===== src/core/soc_pkg.sv =====
// Purpose: Shared constants for the system option configuration block
// Assumes: 32-bit classic Wishbone register access, byte addresses
// Notes:   Option bits sit in the low byte of the option register
package soc_pkg;
   localparam int          ADDR_W       = 4;
   localparam int          DATA_W       = 32;
   localparam int          CNT_W        = 13;
   // Register byte offsets
   localparam logic [3:0]  OPT_OFS      = 4'h0;
   localparam logic [3:0]  STAT_OFS     = 4'h4;
   // Option register field positions
   localparam int          EXT_CLK_BIT  = 0;
   localparam int          EXT_XTAL_BIT = 1;
   localparam int          SLOW_BIT     = 2;
   localparam int          VM_OFF_BIT   = 3;
   localparam int          VM_RANGE_BIT = 4;
   localparam int          SHORT_BIT    = 5;
   localparam int          STOP_EN_BIT  = 6;
   localparam int          WDOG_OFF_BIT = 7;
   localparam int          OPT_W        = 8;
   localparam int          SEL_LOW      = 0;
   // Status register field positions
   localparam int          ST_BUSY_BIT  = 0;
   localparam int          ST_LONG_BIT  = 1;
   localparam int          ST_CNT_LSB   = 16;
   // Reset values
   localparam logic [7:0]  OPT_RST      = 8'h00;
   localparam logic        RANGE_RST    = 1'h0;
   // Recovery delays in oscillator reference clock cycles
   localparam logic [12:0] SHORT_DELAY  = 13'h0020;
   localparam logic [12:0] LONG_DELAY   = 13'h1000;
   localparam logic [12:0] CNT_ZERO     = 13'h0000;
   localparam logic [12:0] CNT_ONE      = 13'h0001;
   localparam logic [31:0] DATA_ZERO    = 32'h0000_0000;

   typedef enum logic {
      REC_IDLE,
      REC_COUNT
   } soc_rec_e;
endpackage


===== src/core/soc_top.sv =====
// Purpose: System option configuration bits and their decoded controls
// Assumes: Single 40 MHz clock, synchronous active-low resets, tick input
//          marks one oscillator reference clock cycle
// Notes:   Option register and status register reached over Wishbone
//
// Function
// - Clock enable turns first pin clock
// - Clock enable off keeps both pins port
// - Clock only: square wave, second pin port
// - Clock and crystal: both pins crystal
// - Slow option selects slow crystal range
// - Slow option sets monitor frequency expectation
// - Power-off option unpowers voltage monitor
// - Range option picks 5 V or 3 V
// - Range bit cleared by power-on only
// - Short option gives 32, else 4096 cycles
// - Voltage-monitor reset exit always long delay
// - Power-on waits 4096 reference cycles
// - Stop disabled means stop opcode illegal
// - Watchdog disable option holds watchdog off
//
// Our own choices: register access over Wishbone and the placing of the registers.
module soc_top
   import soc_pkg::*;
(
   input  wire logic                    clk,
   input  wire logic                    nrst,
   input  wire logic                    porN,
   input  wire logic                    wbCyc,
   input  wire logic                    wbStb,
   input  wire logic                    wbWe,
   input  wire logic [soc_pkg::ADDR_W-1:0] wbAdr,
   input  wire logic [3:0]              wbSel,
   input  wire logic [soc_pkg::DATA_W-1:0] wbDatI,
   output logic      [soc_pkg::DATA_W-1:0] wbDatO,
   output logic                         wbAck,
   input  wire logic                    oscRefTick,
   input  wire logic                    stopExitReq,
   input  wire logic                    exitByLviReset,
   input  wire logic                    stopOpcode,
   output logic                         pin6ClockIn,
   output logic                         pin7CrystalOut,
   output logic                         extOscEnable,
   output logic                         slowCrystalSel,
   output logic                         clkMonExpectLow,
   output logic                         vmonPowerOff,
   output logic                         vmonRange5V,
   output logic                         stopExecute,
   output logic                         illegalOpcode,
   output logic                         watchdogDisable,
   output logic                         recoveryBusy
);
   import soc_pkg::*;

   logic [OPT_W-1:0] optReg;
   logic             rangeReg;
   soc_rec_e         recState_reg;
   logic [CNT_W-1:0] cnt_reg;
   logic             longUsed_reg;
   logic             wbReq;
   logic             optWr;
   logic             recStart;
   logic             useLong;

   function automatic logic hit(input logic [ADDR_W-1:0] a,
                                input logic [ADDR_W-1:0] ofs);
      hit = (a == ofs);
   endfunction

   assign wbReq    = wbCyc && wbStb && !wbAck;
   assign optWr    = wbReq && wbWe && hit(wbAdr, OPT_OFS) && wbSel[SEL_LOW];
   assign recStart = stopExitReq && (recState_reg == REC_IDLE);
   assign useLong  = exitByLviReset || !optReg[SHORT_BIT];

   // Bus acknowledge, one cycle after request
   always_ff @(posedge clk) begin
      if (!nrst) begin
         wbAck <= 1'b0;
      end else begin
         wbAck <= wbReq;
      end
   end

   // Read data mux, unmapped reads return zero
   always_ff @(posedge clk) begin
      if (!nrst) begin
         wbDatO <= DATA_ZERO;
      end else if (wbReq && !wbWe) begin
         wbDatO <= DATA_ZERO;
         if (hit(wbAdr, OPT_OFS)) begin
            wbDatO[OPT_W-1:0]   <= optReg;
            wbDatO[VM_RANGE_BIT] <= rangeReg;
         end else if (hit(wbAdr, STAT_OFS)) begin
            wbDatO[ST_BUSY_BIT] <= (recState_reg == REC_COUNT);
            wbDatO[ST_LONG_BIT] <= longUsed_reg;
            wbDatO[ST_CNT_LSB +: CNT_W] <= cnt_reg;
         end
      end
   end

   // Option bits, cleared by any reset
   always_ff @(posedge clk) begin
      if (!nrst || !porN) begin
         optReg <= OPT_RST;
      end else if (optWr) begin
         optReg <= wbDatI[OPT_W-1:0];
      end
   end

   // Range held across non power-on resets
   always_ff @(posedge clk) begin
      if (!porN) begin
         rangeReg <= RANGE_RST;
      end else if (nrst && optWr) begin
         rangeReg <= wbDatI[VM_RANGE_BIT];
      end
   end

   always_ff @(posedge clk) begin
      if (!nrst || !porN) begin
         pin6ClockIn <= 1'b0;
      end else begin
         pin6ClockIn <= optReg[EXT_CLK_BIT];
      end
   end

   always_ff @(posedge clk) begin
      if (!nrst || !porN) begin
         pin7CrystalOut <= 1'b0;
      end else begin
         pin7CrystalOut <= optReg[EXT_CLK_BIT] && optReg[EXT_XTAL_BIT];
      end
   end

   // Square wave input on first pin
   always_ff @(posedge clk) begin
      if (!nrst || !porN) begin
         extOscEnable <= 1'b0;
      end else begin
         extOscEnable <= optReg[EXT_CLK_BIT];
      end
   end

   always_ff @(posedge clk) begin
      if (!nrst || !porN) begin
         slowCrystalSel  <= 1'b0;
         clkMonExpectLow <= 1'b0;
      end else begin
         slowCrystalSel  <= optReg[SLOW_BIT];
         clkMonExpectLow <= optReg[SLOW_BIT];
      end
   end

   always_ff @(posedge clk) begin
      if (!porN) begin
         vmonPowerOff <= 1'b0;
         vmonRange5V  <= RANGE_RST;
      end else if (!nrst) begin
         vmonPowerOff <= 1'b0;
         vmonRange5V  <= rangeReg;
      end else begin
         vmonPowerOff <= optReg[VM_OFF_BIT];
         vmonRange5V  <= rangeReg;
      end
   end

   always_ff @(posedge clk) begin
      if (!nrst || !porN) begin
         watchdogDisable <= 1'b0;
      end else begin
         watchdogDisable <= optReg[WDOG_OFF_BIT];
      end
   end

   always_ff @(posedge clk) begin
      if (!nrst || !porN) begin
         stopExecute   <= 1'b0;
         illegalOpcode <= 1'b0;
      end else begin
         stopExecute   <= stopOpcode && optReg[STOP_EN_BIT];
         illegalOpcode <= stopOpcode && !optReg[STOP_EN_BIT];
      end
   end

   always_ff @(posedge clk) begin
      if (!porN) begin
         recState_reg <= REC_COUNT;
         cnt_reg      <= LONG_DELAY;
         longUsed_reg <= 1'b1;
      end else if (!nrst) begin
         recState_reg <= REC_IDLE;
         cnt_reg      <= CNT_ZERO;
         longUsed_reg <= 1'b0;
      end else begin
         case (recState_reg)
            REC_IDLE: begin
               if (recStart) begin
                  recState_reg <= REC_COUNT;
                  cnt_reg      <= useLong ? LONG_DELAY : SHORT_DELAY;
                  longUsed_reg <= useLong;
               end
            end
            REC_COUNT: begin
               if (oscRefTick) begin
                  cnt_reg <= cnt_reg - CNT_ONE;
                  if (cnt_reg == CNT_ONE) begin
                     recState_reg <= REC_IDLE;
                  end
               end
            end
            default: begin
               recState_reg <= REC_IDLE;
            end
         endcase
      end
   end

   // Busy output mirrors the next recovery state
   always_ff @(posedge clk) begin
      if (!nrst && porN) begin
         recoveryBusy <= 1'b0;
      end else if (!porN) begin
         recoveryBusy <= 1'b1;
      end else begin
         case (recState_reg)
            REC_IDLE:  recoveryBusy <= recStart;
            REC_COUNT: recoveryBusy <= !(oscRefTick && cnt_reg == CNT_ONE);
            default:   recoveryBusy <= 1'b0;
         endcase
      end
   end

   a_pin_default: assert property (
      @(posedge clk) disable iff (!nrst || !porN)
      !optReg[EXT_CLK_BIT] |=> !pin6ClockIn && !extOscEnable)
      else $error("first pin left clock input with option clear");

   a_xtal_gated: assert property (
      @(posedge clk) disable iff (!nrst || !porN)
      !optReg[EXT_CLK_BIT] && optReg[EXT_XTAL_BIT]
      |=> !pin7CrystalOut && !extOscEnable)
      else $error("crystal pin active without clock enable");

   a_square_wave: assert property (
      @(posedge clk) disable iff (!nrst || !porN)
      optReg[EXT_CLK_BIT] && !optReg[EXT_XTAL_BIT]
      |=> pin6ClockIn && !pin7CrystalOut)
      else $error("square wave mode pin decode wrong");

   a_crystal_pair: assert property (
      @(posedge clk) disable iff (!nrst || !porN)
      optReg[EXT_CLK_BIT] && optReg[EXT_XTAL_BIT]
      |=> pin6ClockIn && pin7CrystalOut)
      else $error("crystal mode pin decode wrong");

   a_slow_sel: assert property (
      @(posedge clk) disable iff (!nrst || !porN)
      optReg[SLOW_BIT] |=> slowCrystalSel)
      else $error("slow crystal range not selected");

   a_slow_pair: assert property (
      @(posedge clk) disable iff (!nrst || !porN)
      slowCrystalSel == clkMonExpectLow)
      else $error("monitor expectation differs from crystal range");

   a_vm_power: assert property (
      @(posedge clk) disable iff (!nrst || !porN)
      optReg[VM_OFF_BIT] |=> vmonPowerOff)
      else $error("voltage monitor left powered");

   a_vm_range: assert property (
      @(posedge clk) disable iff (!porN)
      vmonRange5V == $past(rangeReg))
      else $error("trip range differs from range bit");

   a_range_keep: assert property (
      @(posedge clk) disable iff (!porN)
      !nrst |=> $stable(rangeReg))
      else $error("range bit changed on non power-on reset");

   a_short_rec: assert property (
      @(posedge clk) disable iff (!nrst || !porN)
      recStart && optReg[SHORT_BIT] && !exitByLviReset
      |=> cnt_reg == SHORT_DELAY && recoveryBusy)
      else $error("short recovery did not load 32");

   a_rec_end: assert property (
      @(posedge clk) disable iff (!nrst || !porN)
      recState_reg == REC_COUNT && oscRefTick && cnt_reg == CNT_ONE
      |=> !recoveryBusy && cnt_reg == CNT_ZERO)
      else $error("recovery did not end on its last tick");

   a_lvi_long: assert property (
      @(posedge clk) disable iff (!nrst || !porN)
      recStart && exitByLviReset |=> cnt_reg == LONG_DELAY && longUsed_reg)
      else $error("monitor reset exit did not use long delay");

   a_por_long: assert property (
      @(posedge clk) disable iff (!nrst)
      $rose(porN) |-> cnt_reg == LONG_DELAY && recoveryBusy)
      else $error("power-on did not load 4096 delay");

   a_stop_gate: assert property (
      @(posedge clk) disable iff (!nrst || !porN)
      stopOpcode && !optReg[STOP_EN_BIT] |=> illegalOpcode && !stopExecute)
      else $error("disabled stop opcode not flagged illegal");

   a_stop_run: assert property (
      @(posedge clk) disable iff (!nrst || !porN)
      stopOpcode && optReg[STOP_EN_BIT] |=> stopExecute && !illegalOpcode)
      else $error("enabled stop opcode did not execute");

   a_wdog_off: assert property (
      @(posedge clk) disable iff (!nrst || !porN)
      optReg[WDOG_OFF_BIT] ##1 optReg[WDOG_OFF_BIT] |-> watchdogDisable)
      else $error("watchdog not disabled");

   a_wdog_on: assert property (
      @(posedge clk) disable iff (!nrst || !porN)
      !optReg[WDOG_OFF_BIT] |=> !watchdogDisable)
      else $error("watchdog disabled with option clear");

   c_crystal: cover property (@(posedge clk) disable iff (!nrst || !porN)
      pin7CrystalOut);
   c_short_done: cover property (@(posedge clk) disable iff (!nrst || !porN)
      recStart && !useLong ##[1:200] !recoveryBusy);
   c_illegal: cover property (@(posedge clk) disable iff (!nrst || !porN)
      illegalOpcode);
   c_lvi_exit: cover property (@(posedge clk) disable iff (!nrst || !porN)
      recStart && exitByLviReset);
   c_range_kept: cover property (@(posedge clk) disable iff (!porN)
      !nrst && rangeReg);
endmodule


===== config.mk =====
export PLATFORM = sky130hd
export DESIGN_NAME = soc_top
export DESIGN_NICKNAME = d
export VERILOG_FILES = /design/src/core/soc_pkg.sv /design/src/core/soc_top.sv
export SDC_FILE = /design/constraint.sdc
export NUM_CORES = 1
export LEC_CHECK = 0
export ABC_AREA = 1
export BUFFER_PORTS_ARGS = -buffer_cell sky130_fd_sc_hd__buf_4
export CAP_MARGIN = 30
export CORE_MARGIN = 8
export CORE_UTILIZATION = 38
export CTS_BUF_LIST = sky130_fd_sc_hd__clkbuf_4 sky130_fd_sc_hd__clkbuf_8
export DETAILED_ROUTE_END_ITERATION = 8
export PLACE_DENSITY = 0.67
export SYNTH_ARGS = -nofsm -noshare
export SYNTH_HDL_FRONTEND = slang
export SYNTH_SLANG_ARGS = --single-unit

===== constraint.sdc =====
create_clock -name clk -period 1.3 [get_ports clk]
set_clock_uncertainty 0.05 [all_clocks]
set_input_delay 0.065 -clock clk [delete_from_list [all_inputs] [get_ports clk]]
set_output_delay 0.065 -clock clk [all_outputs]
set_load 0.01 [all_outputs]

# Yosys cells after proc, flatten, opt, wreduce, memory -nomap -nowiden
# Cells that the tools add are included.
[classes]
n_eq_ne = 8
n_bitwise = 1
reduce_logical = 27
muxes = 20
n_addsub = 1
[ops]
columns = ["operator", "n"]
rows = [
  ["2-to-1 mux 13 bit", 6],
  ["case mux 13 bit (2 select lines)", 1],
  ["== test 13 x 1 -> 1 bit (second input constant)", 1],
  ["logical AND 1 bit", 13],
  ["subtractor 13 x 1 -> 13 bit (second input constant)", 1],
  ["2-to-1 mux 1 bit", 8],
  ["AND reduction 2 bit", 4],
  ["zero test 1 bit", 7],
  ["2-to-1 mux 6 bit", 1],
  ["!= test 2 bit (second input constant)", 3],
  ["!= test 3 bit (second input constant)", 2],
  ["== test 4 x 3 -> 1 bit (second input constant)", 1],
  ["zero test 4 bit", 1],
  ["2-to-1 mux 2 bit", 2],
  ["case mux 1 bit (2 select lines)", 2],
  ["logical OR 1 bit", 2],
  ["!= test 2 x 1 -> 1 bit (second input constant)", 1],
  ["inverter 1 bit", 1],
]
[word_totals]
inputBits = 50
register_bits = 55
elab_cells = 74

# Logic depth before layout (Yosys ltp)
# Gate-level depths: netlist of the first run.
[logic_depth]
word_depth = 6
ltp_mapped = 11
ltp_nobuf = 11

# Worst setup path after synthesis of the first run
# Ideal clock, no wire load.
[synth_timing]
path_kind = "register -> register"
start = "register cnt_reg[0]"
end = "register cnt_reg[12]"
slack_ns = 0.002
required_ns = 1.138
stages_incl_launch_ff = 11
period_less_slack_ns = 1.298
arrival_ns = 1.136
cell_sequence = "dfxtp_1 -> clkinv_1 -> ha_1 -> nand2_1 -> nor2_1 -> nand3_1 -> nand3_1 -> nand2_1 -> nand2_1 -> nand2_1 -> nand2_1"
[synth_between]
elab_chain_cells = 4
[synth_lines]
columns = ["item", "line_no", "text"]
rows = [
  ["start: declaration", "soc_top.sv:58", "logic [CNT_W-1:0] cnt_reg;"],
  ["start signal: assignment", "soc_top.sv:199", "cnt_reg <= useLong ? LONG_DELAY : SHORT_DELAY;"],
  ["start signal: assignment", "soc_top.sv:205", "cnt_reg <= cnt_reg - CNT_ONE;"],
  ["subtractor 13 x 1 -> 13 bit", "soc_top.sv:205", ""],
  ["2-to-1 mux 13 bit", "soc_top.sv:204", "if (oscRefTick) begin"],
  ["case mux 13 bit (2 select lines)", "soc_top.sv:195", "case (recState_reg)"],
  ["2-to-1 mux 13 bit", "soc_top.sv:190", "end else if (!nrst) begin"],
]
# Every way passes these cells. The select of a mux whose other input is x is not followed.
# A chain may end at the register's enable or synchronous reset.

# Final worst setup path of the first run
[layout_timing]
start = "register wbAck"
end = "register optReg[5]"
[layout_between]
elab_chain_cells = 5
[layout_lines]
columns = ["item", "line_no", "text"]
rows = [
  ["start: declaration", "soc_top.sv:36", "output logic wbAck,"],
  ["start signal: assignment", "soc_top.sv:80", "wbAck <= wbReq;"],
  ["zero test 1 bit", "soc_top.sv:70", "assign wbReq = wbCyc && wbStb && !wbAck;"],
  ["logical AND 1 bit", "soc_top.sv:70", ""],
  ["logical AND 1 bit (3 in series)", "soc_top.sv:71", "assign optWr = wbReq && wbWe && hit(wbAdr, OPT_OFS) && wbSel[SEL_LOW];"],
  ["end signal: assignment", "soc_top.sv:106", "optReg <= wbDatI[OPT_W-1:0];"],
  ["end: declaration", "soc_top.sv:55", "logic [OPT_W-1:0] optReg;"],
]
# Every way passes these cells.

==> metrics.yaml, run 1 <==
worst_setup_path:
  cp_data_arrival_time_ns: 1.49
  cp_max_fo: 7
  worstPathRequired_ns: 1.46
  start_kind: "flop"
  path_class: "flop to flop"
  worstSetupEndpointType: "flop"
power_and_ir_drop:
  ir_drop_mv: 0.549
  intPower_mw: 2.37
  p_clk_frac: 0.293
  p_comb_frac: 0.185
  powerDensity_mw_per_mm2: 986
  p_total_mw: 3.31
  swShare: 0.285
  seqPwrFrac: 0.522
  power_switching_mw: 0.944
  p_leak_nw: 1.48
timing:
  worst_slack_ns: -0.0350
  fin_tns_setup_ns: -0.0596
  hold_viol_final: 0
  fmax_ghz: 0.749
  finalCritPeriodShare: 1.03
  slew_violations: 0
  fin_crit_ns: 1.33
  finalSetupViolations: 2
  rsz0062_at_grt: "yes"
  hold-worst-slack_ns: 0.0475
synthesis:
  ys_seq_area_frac: 0.482
  yosysTopAreaCell: "dfxtp_1"
  synth_cell_types: 33
  synth_seq_cells: 54
  ys_warn_count: 0
  avgSynthCellArea_um2: 8.02
  synth_edf_count: 0
  netlist_area_mm2: 0.00224
  synth_area_leaders: "dfxtp_1, nand2_1, nor2_1, buf_4, inv_1"
  ys.flop_type: "dfxtp_1"
  synth_top_area_share: 0.482
  synthCells: 280
  async_flop_share: 0
outcome:
  outcome: "finished with violations"
  violations: "negative setup slack"
global_route:
  grt_max_degree: 22
  antenna_found_initial: 0
  grt_pass1_wl_um: 9640
  grt_remaining_overflow: 0
  grt_pass1_vias: 2092
  grtUsageTotal: 0.137
clock_network:
  cts_max_level: 2
  cts_buffers: 5
  clock_sinks: 54
  cts.path.max_buffers: 2
  cts_tree: "built"
  clock_latency_ns: 0.31
  clk_pin_slew_worst_paths_ns: 0.10
  cts_root_buf: "clkbuf_8"
drt:
  drtAntennaViolNets: 0
  firstDrtPassIters: 4
  drc: 0
  drt_wl_total_um: 5910
  num_vias: 2144
  wire_per_inst_um: 13.1
  drtIter0Drc: 98
  viasPerCell: 4.74
floorplanning:
  die_w_um: 92.9
  rows: 28
  initial_core_util: 0.386
  dieHeight_um: 92.9
  die-area_mm2: 0.00862
  io_pins: 94
  core_mm2: 0.00582
place:
  place_congestion: 0.803
  dp.cells: 426
  place_area_mm2: 0.00287
  numPortBuffers: 55
  place_ws_ns: -0.0403
  hpwlAfterDp_um: 4200
finish:
  design_area_mm2: 0.00335
  drive_gt1_frac: 0.395
  largest_reg_flops: 21
  post-route-util: 0.577
  syn_to_final_growth_pct: 49.4
  fillCellCount: 514
  stdcell_count: 452
  finalNetCount: 428
  antenna_cells: 0
min_path:
  hp-class: "primary input to flop"
flow_run:
  drv_cap: 0
[synth_stat cells, types with 3 or more instances]
cell / n
nand2_1: 48
o21ai_1: 4
clkbuf_1: 4
nor2_1: 42
buf_4: 14
dfxtp_1: 54
nand3_1: 7
a22oi_1: 13
o21ai_0: 10
nor3_1: 6
a211oi_1: 4
a31oi_1: 3
a21oi_1: 18
nand2_4: 3
inv_1: 27
[logic make-up after synthesis]
kind of cell / Yosys count / share of synthesized area
compound gates: 55 / 0.147
other cells: 1 / 0.00167
flops: 54 / 0.482
simple gates: 115 / 0.239
xor+xnor: 2 / 0.00781
buf+inv: 51 / 0.112
fa+ha+maj: 2 / 0.0111
[power by group through the flow]
stage	clock, mW	sequential, mW	combinational (mW)
floorplan	0	1.76	0.283
global placement	0	1.75	0.460
detailed placement	0	1.76	0.469
CTS	0.996	1.72	0.527
global route	1.07	1.73	0.678
finish	0.968	1.73	0.612
[cell type report]
class | instances | area (um^2) | area share
clock buffer | 5 | 68.8 | 0.0205
tap | 75 | 93.8 | 0.0280
timing repair inverter | 1 | 7.51 | 0.00224
multi-input combinational | 185 | 1130 | 0.336
clock inverter | 3 | 25.0 | 0.00746
inverter | 31 | 129 | 0.0384
sequential | 54 | 1090 | 0.326
timing repair buffer | 98 | 808 | 0.241
[layer usage]
layer | up-vias | global-route usage | routed length, um
met5 | - | 0 | 0
met4 | 0 | 0.0523 | 82
met3 | 6 | 0.0388 | 325
met2 | 46 | 0.247 | 2990
met1 | 1010 | 0.148 | 2510
li1 | 1082 | - | -
[final timing paths]
| path | from | to | slack (ns) | cells after the start |
|---|---|---|---|---|
| setup / recovery | wbAck$_SDFF_PN0_ | optReg[5]$_SDFFE_PN0P_ | -0.03 | 8 |
| hold / removal | exitByLviReset | cnt_reg[5]$_SDFFE_PN0P_ | 0.05 | 4 |
| setup reg to reg | wbAck$_SDFF_PN0_ | optReg[5]$_SDFFE_PN0P_ | -0.03 | 8 |
| hold reg to reg | rangeReg$_SDFFE_PN0P_ | vmonRange5V$_SDFF_PN0_ | 0.40 | 2 |
[cell usage in the layout (no fill, tap or decap), drive strengths merged]
cell type	Yosys	layout
a21oi	18	18
o22ai	1	1
o31ai	1	1
nand4	1	1
dfxtp	54	54
clkinvlp	0	2
o311ai	1	1
nor2	42	42
and3	1	1
clkbuf	4	5
o21ai	14	14
dlymetal6s4s	0	1
conb	1	11
a22oi	13	13
dlygate4sd3	0	11
ha	2	2
inv	29	31
a211oi	4	4
nand3	7	7
clkinv	2	2
buf	16	86
nand2	53	53
nor3	9	9
xor2	2	2
a31oi	3	3
or2	2	2
[worst max-delay path: stages (launching register included)]
cell and delay (ns):
dfxtp_2 0.34, inv_4 0.07, nand3_4 0.08, nor3_4 0.23, buf_6 0.16, inv_8 0.04, buf_4 0.13, nor2_2 0.09
a211oi_2 0.04
[repair_timing]
item | CTS | global route
gates resized for setup | 16 | 55
setup endpoints to repair | 12 | 37
buffers inserted | 4 | 2
endpoints found under the hold margin | 16 | 0
cloned | 0 | 1
hold buffers | 12 | 0
pin swaps | 7 | 17
Power figures use the tool's default switching activity.
==> run 2: changes to the inputs <==
RECOVER_POWER = 100   (was not set)
==> run 2 against run 1 <==
The flow still finishes with violations (negative setup slack). Register-to-register slack lost 0.02 ns. Sequential power hardly changed. Routed wire length is essentially flat. Fmax decreased by 1.6%. Combinational power decreased by 1%. First-iteration DRC count decreased by 22%. Non-clock buffer count did not move. Largest cell class unchanged. Largest power group unchanged.
==> metrics.yaml, run 2 (synthesis results as in run 1) <==
outcome:
  outcome: "finished with violations"  # unchanged
  violations: "negative setup slack"  # unchanged
global_route:
  grt_pass1_wl_um: 9640  # unchanged
  grt_max_degree: 22  # unchanged
  grt_pass1_vias: 2092  # unchanged
  grt_remaining_overflow: 0  # unchanged
  antenna_found_initial: 0  # unchanged
  grtUsageTotal: 0.137  # unchanged
timing:
  fin_crit_ns: 1.36  # was 1.33 ns
  hold_viol_final: 0  # unchanged
  finalCritPeriodShare: 1.04  # was 1.03
  slew_violations: 0  # unchanged
  fmax_ghz: 0.737  # was 0.749 GHz
  finalSetupViolations: 4  # was 2
  rsz0062_at_grt: "yes"  # unchanged
  worst_slack_ns: -0.0563  # was -0.0350 ns
  fin_tns_setup_ns: -0.118  # was -0.0596 ns
power_and_ir_drop:
  seqPwrFrac: 0.523  # was 0.522
  p_leak_nw: 1.33  # was 1.48 nW
  powerDensity_mw_per_mm2: 1030  # was 986 mW/mm^2
  swShare: 0.285  # about the same
  p_clk_frac: 0.294  # was 0.293
  power_switching_mw: 0.942  # was 0.944 mW
  p_comb_frac: 0.183  # was 0.185
  intPower_mw: 2.36  # was 2.37 mW
  ir_drop_mv: 0.542  # was 0.549 mV
worst_setup_path:
  crit_slowest_cell: "dfxtp_1"  # was dfxtp_2
  cp_top_family: "buffers and inverters"  # unchanged
  worstSetupEndpointType: "flop"  # unchanged
  reg2reg_setup_slack_ns: -0.06  # was -0.03 ns
  cpPeakStageDelay_ns: 0.34  # about the same
  cp_max_fo: 7  # unchanged
  crit_chain: "inv_4 > nand3_4 > nor3_4 > buf_6 > inv_8 > buf_4 > nor2_2 > a211oi_2"  # unchanged
  crit_buf_inv: 4  # unchanged
  worstPathRequired_ns: 1.45  # was 1.46 ns
  start_kind: "flop"  # unchanged
  cp_data_arrival_time_ns: 1.50  # was 1.49 ns
  path_class: "flop to flop"  # unchanged
  timing.rr.start: "wbAck$_SDFF_PN0_"  # unchanged
  worstRegToRegCells: 8  # unchanged
  timing.rr.end: "optReg[5]$_SDFFE_PN0P_"  # unchanged
place:
  hpwlAfterDp_um: 4200  # unchanged
  numPortBuffers: 55  # unchanged
  place_congestion: 0.803  # unchanged
  dp.cells: 426  # unchanged
drt:
  drtAntennaViolNets: 0  # unchanged
  viasPerCell: 4.74  # about the same
  drt_wl_total_um: 5910  # about the same
  drc: 0  # unchanged
  wire_per_inst_um: 13.1  # about the same
  num_vias: 2142  # was 2144
  drtIter0Drc: 76  # was 98
  firstDrtPassIters: 4  # unchanged
clock_network:
  cts_max_level: 2  # unchanged
  cts.path.max_buffers: 2  # unchanged
  cts_root_buf: "clkbuf_8"  # unchanged
  clock_sinks: 54  # unchanged
  clk_pin_slew_worst_paths_ns: 0.10  # about the same
  cts_tree: "built"  # unchanged
  clock_latency_ns: 0.31  # about the same
  cts_buffers: 5  # unchanged
floorplanning:
  die_w_um: 92.9  # unchanged
  io_pins: 94  # unchanged
  core_mm2: 0.00582  # unchanged
  initial_core_util: 0.386  # unchanged
  die-area_mm2: 0.00862  # unchanged
  dieHeight_um: 92.9  # unchanged
  rows: 28  # unchanged
finish:
  multi_input_area_mm2: 0.00112  # was 0.00113 mm^2
  stdcell_count: 452  # unchanged
  final_common_cell: "dfxtp_1"  # was buf_4
  drive_gt1_frac: 0.308  # was 0.395
  post-route-util: 0.551  # was 0.577
  largest_reg_flops: 21  # unchanged
  mostFrequentLayoutCells: "dfxtp_1, buf_4, nand2_1, clkbuf_1, nor2_1"  # was buf_4, dfxtp_1, nand2_1, nor2_1, inv_1
  regArea_mm2: 0.00109  # about the same
  finalNetCount: 428  # unchanged
  antenna_cells: 0  # unchanged
  syn_to_final_growth_pct: 42.8  # was 49.4%
  fillCellCount: 545  # was 514
min_path:
  hold-path-cell-count: 4  # unchanged
  hp-class: "primary input to flop"  # unchanged
  whs_endpoint: "cnt_reg[5]$_SDFFE_PN0P_"  # unchanged
  min_from: "exitByLviReset"  # unchanged
flow_run:
  drv_cap: 0  # unchanged
## run 2: cell type report
| class | instances | share of cell area |
|---|---|---|
| repair inverters | 1 | 0.00234 |
| flip-flops and latches | 54 | 0.341 |
| repair buffers | 98 | 0.209 |
| well taps | 75 | 0.0293 |
| inverters | 31 | 0.0394 |
| clock buffers | 5 | 0.0215 |
| clock inverters | 3 | 0.00781 |
| multi-input cells | 185 | 0.350 |
## run 2: layer usage
layer  GRT usage  up-vias  share of wire
met2       0.247       48           0.51
met3      0.0388        6          0.051
met1       0.148     1008           0.43
li1            -     1080              -
met4      0.0523        0          0.014
met5           0        -              0
## run 2: worst max path at each step
stage	cells past startpoint	start	slack (ns)	endpoint
after global placement	8	cnt_reg[1]$_SDFFE_PN0P_	-0.02	cnt_reg[6]$_SDFFE_PN0P_
final	8	wbAck$_SDFF_PN0_	-0.06	optReg[5]$_SDFFE_PN0P_
after floorplan	10	cnt_reg[0]$_SDFFE_PN0P_	0.002	cnt_reg[12]$_SDFFE_PN1P_
after global routing	8	wbAck$_SDFF_PN0_	-0.13	optReg[5]$_SDFFE_PN0P_
after detailed placement	8	cnt_reg[1]$_SDFFE_PN0P_	-0.04	cnt_reg[6]$_SDFFE_PN0P_
after CTS	8	cnt_reg[4]$_SDFFE_PN0P_	-0.02	cnt_reg[11]$_SDFFE_PN0P_
## run 2: repair_timing
action | 4_1_cts | 5_1_grt
endpoints found under the hold margin | 16 | 0
hold buffers | 12 | 0
setup buffers | 4 | 2
setup endpoints to repair | 12 | 37
resized for setup | 16 | 55
pin swaps | 7 | 17
cloned | 0 | 1
## run 2: per-stage QoR
| stage | area, um^2 | hold slack (ns) | total power [mW] | setup slack (ns) |
|---|---|---|---|---|
| after global placement | 2870 | 0.234 | 2.21 | -0.0160 |
| final | 3200 | 0.0488 | 3.30 | -0.0563 |
| after floorplan | 2280 | 0.0837 | 2.04 | 0.00200 |
| after CTS | 3160 | 0.0461 | 3.24 | -0.0233 |
| after global routing | 3200 | 0.0521 | 3.47 | -0.132 |
| after detailed placement | 2870 | 0.240 | 2.22 | -0.0403 |
## run 2: tightest hold or removal path, delay by kind of cell
family | cells | cell delay (ns)
simple gates | 2 | 0.14
buf+inv | 1 | 0.08
compound gates | 1 | 0.09
## run 2: power by group through the flow
| stage | clock network (mW) | logic (mW) | registers (mW) |
|---|---|---|---|
| floorplan | 0 | 0.283 | 1.76 |
| global placement | 0 | 0.460 | 1.75 |
| detailed placement | 0 | 0.469 | 1.76 |
| CTS | 0.996 | 0.527 | 1.72 |
| global route | 1.07 | 0.670 | 1.73 |
| finish | 0.969 | 0.604 | 1.73 |
